## src/tc_status_pkg.sv

```systemverilog
package tc_status_pkg;

  // ----------------------------------------------------------------
  // register offsets (byte addresses within the channel)
  // ----------------------------------------------------------------
  localparam logic [7:0] OFS_COMPARE_C = 8'h1c;
  localparam logic [7:0] OFS_EVENT_FLAGS = 8'h20;
  localparam logic [7:0] OFS_IRQ_ENABLE_SET = 8'h24;
  localparam logic [7:0] OFS_IRQ_ENABLE_CLEAR = 8'h28;
  localparam logic [7:0] OFS_IRQ_MASK_VIEW = 8'h2c;

  // ----------------------------------------------------------------
  // field positions
  // ----------------------------------------------------------------
  localparam int NUM_EVENTS = 8;
  localparam int BIT_OVERFLOW = 0;
  localparam int BIT_LOAD_OVERRUN = 1;
  localparam int BIT_COMPARE_A = 2;
  localparam int BIT_COMPARE_B = 3;
  localparam int BIT_COMPARE_C = 4;
  localparam int BIT_LOAD_A = 5;
  localparam int BIT_LOAD_B = 6;
  localparam int BIT_EXT_TRIGGER = 7;
  localparam int BIT_CLOCK_STATE = 16;
  localparam int BIT_LINE_A_MIRROR = 17;
  localparam int BIT_LINE_B_MIRROR = 18;
  localparam int COMPARE_MSB = 15;

  // ----------------------------------------------------------------
  // reset values
  // ----------------------------------------------------------------
  localparam logic [15:0] RST_COMPARE_C = 16'h0000;
  localparam logic [7:0] RST_FLAGS = 8'h00;
  localparam logic [7:0] RST_MASK = 8'h00;
  localparam logic [31:0] RST_RDATA = 32'h0000_0000;

  // ----------------------------------------------------------------
  // carriers
  // ----------------------------------------------------------------
  typedef struct packed {
    logic [7:0] addr;
    logic [31:0] wdata;
    logic wr;
    logic rd;
  } reg_req_t;

  // raw event pulses from the counter core, one cycle each
  typedef struct packed {
    logic ext_trigger;
    logic load_b;
    logic load_a;
    logic compare_c;
    logic compare_b;
    logic compare_a;
    logic overflow;
  } core_events_t;

endpackage : tc_status_pkg

```

## src/tc_event_flags.sv

```systemverilog
`timescale 1ns/100ps
// sticky event flags, cleared as a group by a status read; set wins over clear
module tc_event_flags (
  // clock and reset
  input wire logic clk,
  input wire logic rst_n,
  // control
  input wire logic [7:0] set_vec,
  input wire logic clear_all,
  // state
  output logic [7:0] flags
);

  logic [7:0] flags_reg;
  logic [7:0] flags_next;

  genvar i;
  generate
    for (i = 0; i < tc_status_pkg::NUM_EVENTS; i++) begin : g_flag
      // an event in the read cycle survives into the next read
      assign flags_next[i] = set_vec[i] | (flags_reg[i] & ~clear_all);
    end
  endgenerate

  always_ff @(posedge clk or negedge rst_n) begin
    if (!rst_n) begin
      flags_reg <= tc_status_pkg::RST_FLAGS;
    end else begin
      flags_reg <= flags_next;
    end
  end

  assign flags = flags_reg;

endmodule : tc_event_flags

```

## src/timer_channel_status_irq.sv

```systemverilog
// Added by the designer: the address-and-strobe port and the register addresses.
`timescale 1ns/100ps
// What this block does
// - compare C register, 16 bits, upper zero
// - overflow flag; status read clears all flags not set in the same cycle
// - capture mode: second unread load sets overrun
// - pattern mode: A match sets compare A flag
// - pattern mode: B match sets compare B flag
// - C match sets compare C flag always
// - capture mode: A load sets load A flag
// - capture mode: B load sets load B flag
// - external trigger sets its flag always
// - bit 16 shows counter clock enabled
// - bit 17 mirrors line A level
// - bit 18 mirrors line B level
// - enable-set write ones set mask bits
// - enable-clear write ones clear mask bits
// - mask view reads current mask
// - mode bit: zero capture, one pattern
module timer_channel_status_irq (
  // clock and reset
  input wire logic clk,
  input wire logic rst_n,
  // register port
  input wire logic [7:0] reg_addr,
  input wire logic [31:0] reg_wdata,
  input wire logic reg_wr,
  input wire logic reg_rd,
  output logic [31:0] reg_rdata,
  // counter core
  input wire logic pattern_mode,
  input wire logic clock_enabled,
  input wire tc_status_pkg::core_events_t core_ev,
  input wire logic capture_a_read,
  input wire logic capture_b_read,
  // channel lines
  input wire logic timer_line_a_in,
  input wire logic timer_line_b_in,
  input wire logic timer_line_a_drive,
  input wire logic timer_line_b_drive,
  // outputs
  output logic [15:0] compare_c_value,
  output logic irq
);

  // ----------------------------------------------------------------
  // address decode
  // ----------------------------------------------------------------
  function automatic logic hit(input logic [7:0] a, input logic [7:0] ofs);
    hit = (a == ofs);
  endfunction : hit

  wire logic wr_c = reg_wr & hit(reg_addr, tc_status_pkg::OFS_COMPARE_C);
  wire logic wr_set = reg_wr & hit(reg_addr, tc_status_pkg::OFS_IRQ_ENABLE_SET);
  wire logic wr_clr = reg_wr & hit(reg_addr, tc_status_pkg::OFS_IRQ_ENABLE_CLEAR);
  wire logic rd_status = reg_rd & hit(reg_addr, tc_status_pkg::OFS_EVENT_FLAGS);

  // ----------------------------------------------------------------
  // compare C
  // ----------------------------------------------------------------
  logic [15:0] compare_c_reg;
  always_ff @(posedge clk or negedge rst_n) begin
    if (!rst_n) begin
      compare_c_reg <= tc_status_pkg::RST_COMPARE_C;
    end else if (wr_c) begin
      compare_c_reg <= reg_wdata[tc_status_pkg::COMPARE_MSB:0];
    end
  end
  assign compare_c_value = compare_c_reg;

  // ----------------------------------------------------------------
  // load overrun tracking: a capture register loaded but not yet read
  // ----------------------------------------------------------------
  logic pend_a_reg;
  logic pend_b_reg;
  wire logic capture = ~pattern_mode;
  wire logic ld_a = capture & core_ev.load_a;
  wire logic ld_b = capture & core_ev.load_b;
  // a read in the same cycle as a load leaves the new value unread
  wire logic pend_a_next = ld_a | (pend_a_reg & ~capture_a_read & capture);
  wire logic pend_b_next = ld_b | (pend_b_reg & ~capture_b_read & capture);
  wire logic overrun = (ld_a & pend_a_reg & ~capture_a_read)
                     | (ld_b & pend_b_reg & ~capture_b_read);
  always_ff @(posedge clk or negedge rst_n) begin
    if (!rst_n) begin
      pend_a_reg <= 1'b0;
      pend_b_reg <= 1'b0;
    end else begin
      pend_a_reg <= pend_a_next;
      pend_b_reg <= pend_b_next;
    end
  end

  // ----------------------------------------------------------------
  // event flags
  // ----------------------------------------------------------------
  logic [7:0] set_vec;
  logic [7:0] flags;
  assign set_vec[tc_status_pkg::BIT_OVERFLOW] = core_ev.overflow;
  assign set_vec[tc_status_pkg::BIT_LOAD_OVERRUN] = overrun;
  assign set_vec[tc_status_pkg::BIT_COMPARE_A] = pattern_mode & core_ev.compare_a;
  assign set_vec[tc_status_pkg::BIT_COMPARE_B] = pattern_mode & core_ev.compare_b;
  assign set_vec[tc_status_pkg::BIT_COMPARE_C] = core_ev.compare_c;
  assign set_vec[tc_status_pkg::BIT_LOAD_A] = ld_a;
  assign set_vec[tc_status_pkg::BIT_LOAD_B] = ld_b;
  assign set_vec[tc_status_pkg::BIT_EXT_TRIGGER] = core_ev.ext_trigger;

  tc_event_flags u_flags (
    .clk(clk),
    .rst_n(rst_n),
    .set_vec(set_vec),
    .clear_all(rd_status),
    .flags(flags)
  );

  // ----------------------------------------------------------------
  // interrupt mask
  // ----------------------------------------------------------------
  logic [7:0] mask_reg;
  logic [7:0] mask_next;
  // set and clear in one cycle cannot happen: strobes address one register
  assign mask_next = wr_set ? (mask_reg | reg_wdata[7:0])
                   : wr_clr ? (mask_reg & ~reg_wdata[7:0])
                   : mask_reg;
  always_ff @(posedge clk or negedge rst_n) begin
    if (!rst_n) begin
      mask_reg <= tc_status_pkg::RST_MASK;
    end else begin
      mask_reg <= mask_next;
    end
  end

  // ----------------------------------------------------------------
  // interrupt, registered from next-state so it tracks flags in step
  // ----------------------------------------------------------------
  logic [7:0] flags_next_view;
  assign flags_next_view = set_vec | (flags & {8{~rd_status}});
  logic irq_reg;
  always_ff @(posedge clk or negedge rst_n) begin
    if (!rst_n) begin
      irq_reg <= 1'b0;
    end else begin
      irq_reg <= |(flags_next_view & mask_next);
    end
  end
  assign irq = irq_reg;

  // ----------------------------------------------------------------
  // read mux
  // ----------------------------------------------------------------
  wire logic line_a = pattern_mode ? timer_line_a_drive : timer_line_a_in;
  wire logic line_b = pattern_mode ? timer_line_b_drive : timer_line_b_in;
  logic [31:0] status_word;
  always_comb begin
    status_word = 32'h0000_0000;
    status_word[7:0] = flags;
    status_word[tc_status_pkg::BIT_CLOCK_STATE] = clock_enabled;
    status_word[tc_status_pkg::BIT_LINE_A_MIRROR] = line_a;
    status_word[tc_status_pkg::BIT_LINE_B_MIRROR] = line_b;
  end

  logic [31:0] rdata_next;
  always_comb begin
    rdata_next = 32'h0000_0000;
    case (reg_addr)
      tc_status_pkg::OFS_COMPARE_C: rdata_next = {16'h0000, compare_c_reg};
      tc_status_pkg::OFS_EVENT_FLAGS: rdata_next = status_word;
      tc_status_pkg::OFS_IRQ_MASK_VIEW: rdata_next = {24'h000000, mask_reg};
      default: rdata_next = 32'h0000_0000;
    endcase
  end

  logic [31:0] rdata_reg;
  always_ff @(posedge clk or negedge rst_n) begin
    if (!rst_n) begin
      rdata_reg <= tc_status_pkg::RST_RDATA;
    end else if (reg_rd) begin
      rdata_reg <= rdata_next;
    end else begin
      rdata_reg <= 32'h0000_0000;
    end
  end
  assign reg_rdata = rdata_reg;
endmodule : timer_channel_status_irq

```

## config.mk

```make
export PLATFORM = sky130hd
export DESIGN_NAME = timer_channel_status_irq
export DESIGN_NICKNAME = d
export VERILOG_FILES = /design/src/tc_status_pkg.sv /design/src/tc_event_flags.sv /design/src/timer_channel_status_irq.sv
export SDC_FILE = /design/constraint.sdc
export NUM_CORES = 1
export LEC_CHECK = 0
export BUFFER_PORTS_ARGS = -buffer_cell sky130_fd_sc_hd__buf_2
export CORE_MARGIN = 4
export CORE_UTILIZATION = 40
export CTS_CLUSTER_DIAMETER = 80
export DETAILED_ROUTE_END_ITERATION = 7
export PLACE_DENSITY_LB_ADDON = 0.12
export SLEW_MARGIN = 10
export SYNTH_ARGS = -nofsm -noshare
export SYNTH_HDL_FRONTEND = slang
export SYNTH_HIERARCHICAL = 1
export SYNTH_SLANG_ARGS = --single-unit
```

## constraint.sdc

```tcl
create_clock -name clk -period 1.25 [get_ports clk]
set_input_delay 0.125 -clock clk [delete_from_list [all_inputs] [get_ports clk]]
set_output_delay 0.125 -clock clk [all_outputs]
set_load 0.05 [all_outputs]
```

==> metrics.yaml <==
route.detailed.drc: 0
regToRegSetupSlack_ns: -0.26
violations: "setup timing"
layout_common_cells: "buf_2 (77), dfrtp_1 (54), buf_4 (35)"
hold_path.startpoint: "clock_enabled"
reg2reg_to: "irq"
min_to: "reg_rdata[16]"
required_ns: 1.43
setup_violations: 34
whs_ns: 0.0287
p_per_area_nw_per_um2: 963
cts_max_path_buffers: 2
cp-end-kind: "flip-flop"
utilization_pct: 61.4
r2r_start: "mask_reg[4]"
fin_cells: 416
start_util_pct: 41.2
first_iter_violations: 112
n_antenna_cell: 0
final_common_cell: "buf_2"
ant_nets: 0
core_area_sq_um: 5960
die_h_um: 86.3
syn_to_final_growth_pct: 49.1
ys_warn_count: 6
htree_levels: 2
syn-cell-area_sq_um: 2450
nNetsFinal: 400
largest_reg_flops: 19
synth_seq_cells: 54
timing.final.ws_setup_ns: -0.258
r2r.worst_path.cells: 4
vias_per_cell: 5.04
die_x_um: 86.3
cts_buffers: 5
totalWireLength_um: 6630
timing_hold_violations_final: 0
drive_gt1_share_pct: 56.6
grt_setup_unrepaired: "yes"
dr_total_vias: 2098
status: "finished, violations left"
synth-seq-area-share_pct: 55.0
boundaryPins: 108
hold-path-cell-count: 2
period_needed_ns: 1.51
fin_tns_setup_ns: -4.26
fin_total_pwr_mw: 3.52
dp.cells: 400
hp-class: "input pin to flip-flop"
root_buffer: "clkbuf_8"
clock_latency_ns: 0.30
finalCritPeriodShare_pct: 121
firstDrtPassIters: 4
synthDistinctLibCells: 37
grt_max_degree: 55
place.gp.congestion: 0.822
cts_tree: "yes"
startpoint_type: "flip-flop"
max_freq_mhz: 663
avgSynthCellArea_sq_um: 11.6
grt_pass1_vias: 2084
syn_inst: 211
clock_sinks: 54
dpl.hpwl_um: 4770
p_leak_nw: 1.92
grt_util_all_layers_pct: 17.5
rows: 28
dieArea_sq_um: 7450
critPathMaxFanout: 3
path_clk_slew_ns: 0.09
io_buffers: 78
ir_drop_mv: 0.481
antenna_found_initial: 0
routedWlPerCell_um: 15.9
maxCapViolations: 0
fin_skew_ns: 0.00579
slew_violations: 0
grt_overflow_total: 0
cp.arrival_ns: 1.68
critical_path_class: "flip-flop to flip-flop"
grt_pass1_wl_um: 10100
what timing repair did:
action                                  4_1_cts  5_1_grt
resized for setup                            35       15
pin swaps                                    16       10
hold endpoints to repair                     54        0
endpoints found under the setup margin       31       34
setup buffers                                 5        4
hold buffers                                  1        0
gates cloned                                  1        1
final cells by class:
cell class / count / area [sq um]
Tap cell: 75 / 93.8
Clock buffer: 6 / 82.6
Sequential cell: 54 / 1350
Multi-Input combinational cell: 139 / 1150
Clock inverter: 1 / 30.0
Timing Repair Buffer: 132 / 915
Inverter: 9 / 38.8
Fill cell: 505 / 2300
worst max-delay path by stage:
stage	from	end	slack, ns
floorplan	reg_addr[7]	compare_c_value[10]	-0.48
global placement	reg_addr[7]	irq	-0.62
detailed placement	reg_addr[7]	irq	-0.64
CTS	pend_b_reg	irq	-0.27
global route	mask_reg[4]	irq	-0.30
finish	mask_reg[4]	irq	-0.26
metal layers:
layer	vias up	global-route usage (%)	part of all wire (%)
li1	993	-	-
met1	1027	23.1	43
met2	68	29.4	49
met3	10	3.14	6.2
met4	0	5.52	1.5
met5	-	0	0
where the power goes:
part | internal [mW] | switching [mW]
registers | 1.78 | 0.0271
clock network | 0.641 | 0.543
logic | 0.187 | 0.346
cells by family after synthesis:
group           Yosys count  synth area share (%)
compound gates           55                  15.6
flops                    54                  55.0
other cells               1                 0.153
buf+inv                  30                  7.03
simple gates             53                  12.5
mux                      18                  9.68
cells in the mapped netlist:
| master | instances | area (sq um) |
|---|---|---|
| and3_1 | 8 | 50.1 |
| a21o_1 | 8 | 60.1 |
| and3b_1 | 1 | 8.76 |
| a41o_1 | 2 | 20.0 |
| a22oi_1 | 8 | 60.1 |
| nor4b_4 | 1 | 23.8 |
| nor4b_1 | 1 | 8.76 |
| buf_6 | 1 | 11.3 |
| a21oi_1 | 17 | 85.1 |
| conb_1 | 1 | 3.75 |
| inv_2 | 1 | 3.75 |
| o221ai_1 | 2 | 17.5 |
| nor3_2 | 1 | 10.0 |
| or4_1 | 1 | 7.51 |
| a32o_1 | 1 | 10.0 |
| nand2_4 | 1 | 11.3 |
| and2_0 | 1 | 6.26 |
| dfrtp_1 | 54 | 1350 |
| o22ai_1 | 4 | 25.0 |
| nand3_1 | 2 | 10.0 |
| nor2b_1 | 4 | 25.0 |
| nor2_1 | 12 | 45.0 |
| and2_1 | 3 | 18.8 |
| mux2_4 | 10 | 150 |
| inv_1 | 8 | 30.0 |
| a31oi_1 | 4 | 25.0 |
| clkbuf_1 | 4 | 15.0 |
| nand2_1 | 16 | 60.1 |
| mux2_2 | 6 | 67.6 |
| buf_2 | 3 | 15.0 |
| buf_4 | 13 | 97.6 |
| mux2i_1 | 2 | 20.0 |
| o32ai_1 | 4 | 35.0 |
| o31ai_1 | 1 | 7.51 |
| nor4_4 | 1 | 21.3 |
| a41oi_1 | 2 | 17.5 |
| a311o_1 | 2 | 20.0 |
per-stage QoR:
stage	instance area, sq um	worst slack (ns)
after detailed placement	3250	-0.640
after floorplan	2540	-0.484
after global placement	3250	-0.621
final	3660	-0.258
after CTS	3580	-0.268
after global routing	3660	-0.296
critical path, cell delays in order, from the launching register on:
cell     delay, ns
dfrtp_1       0.41
a41oi_2       0.16
a311o_1       0.21
o32ai_1       0.09
or4_1         0.52
Note: power is estimated with default switching activity, not from simulation.
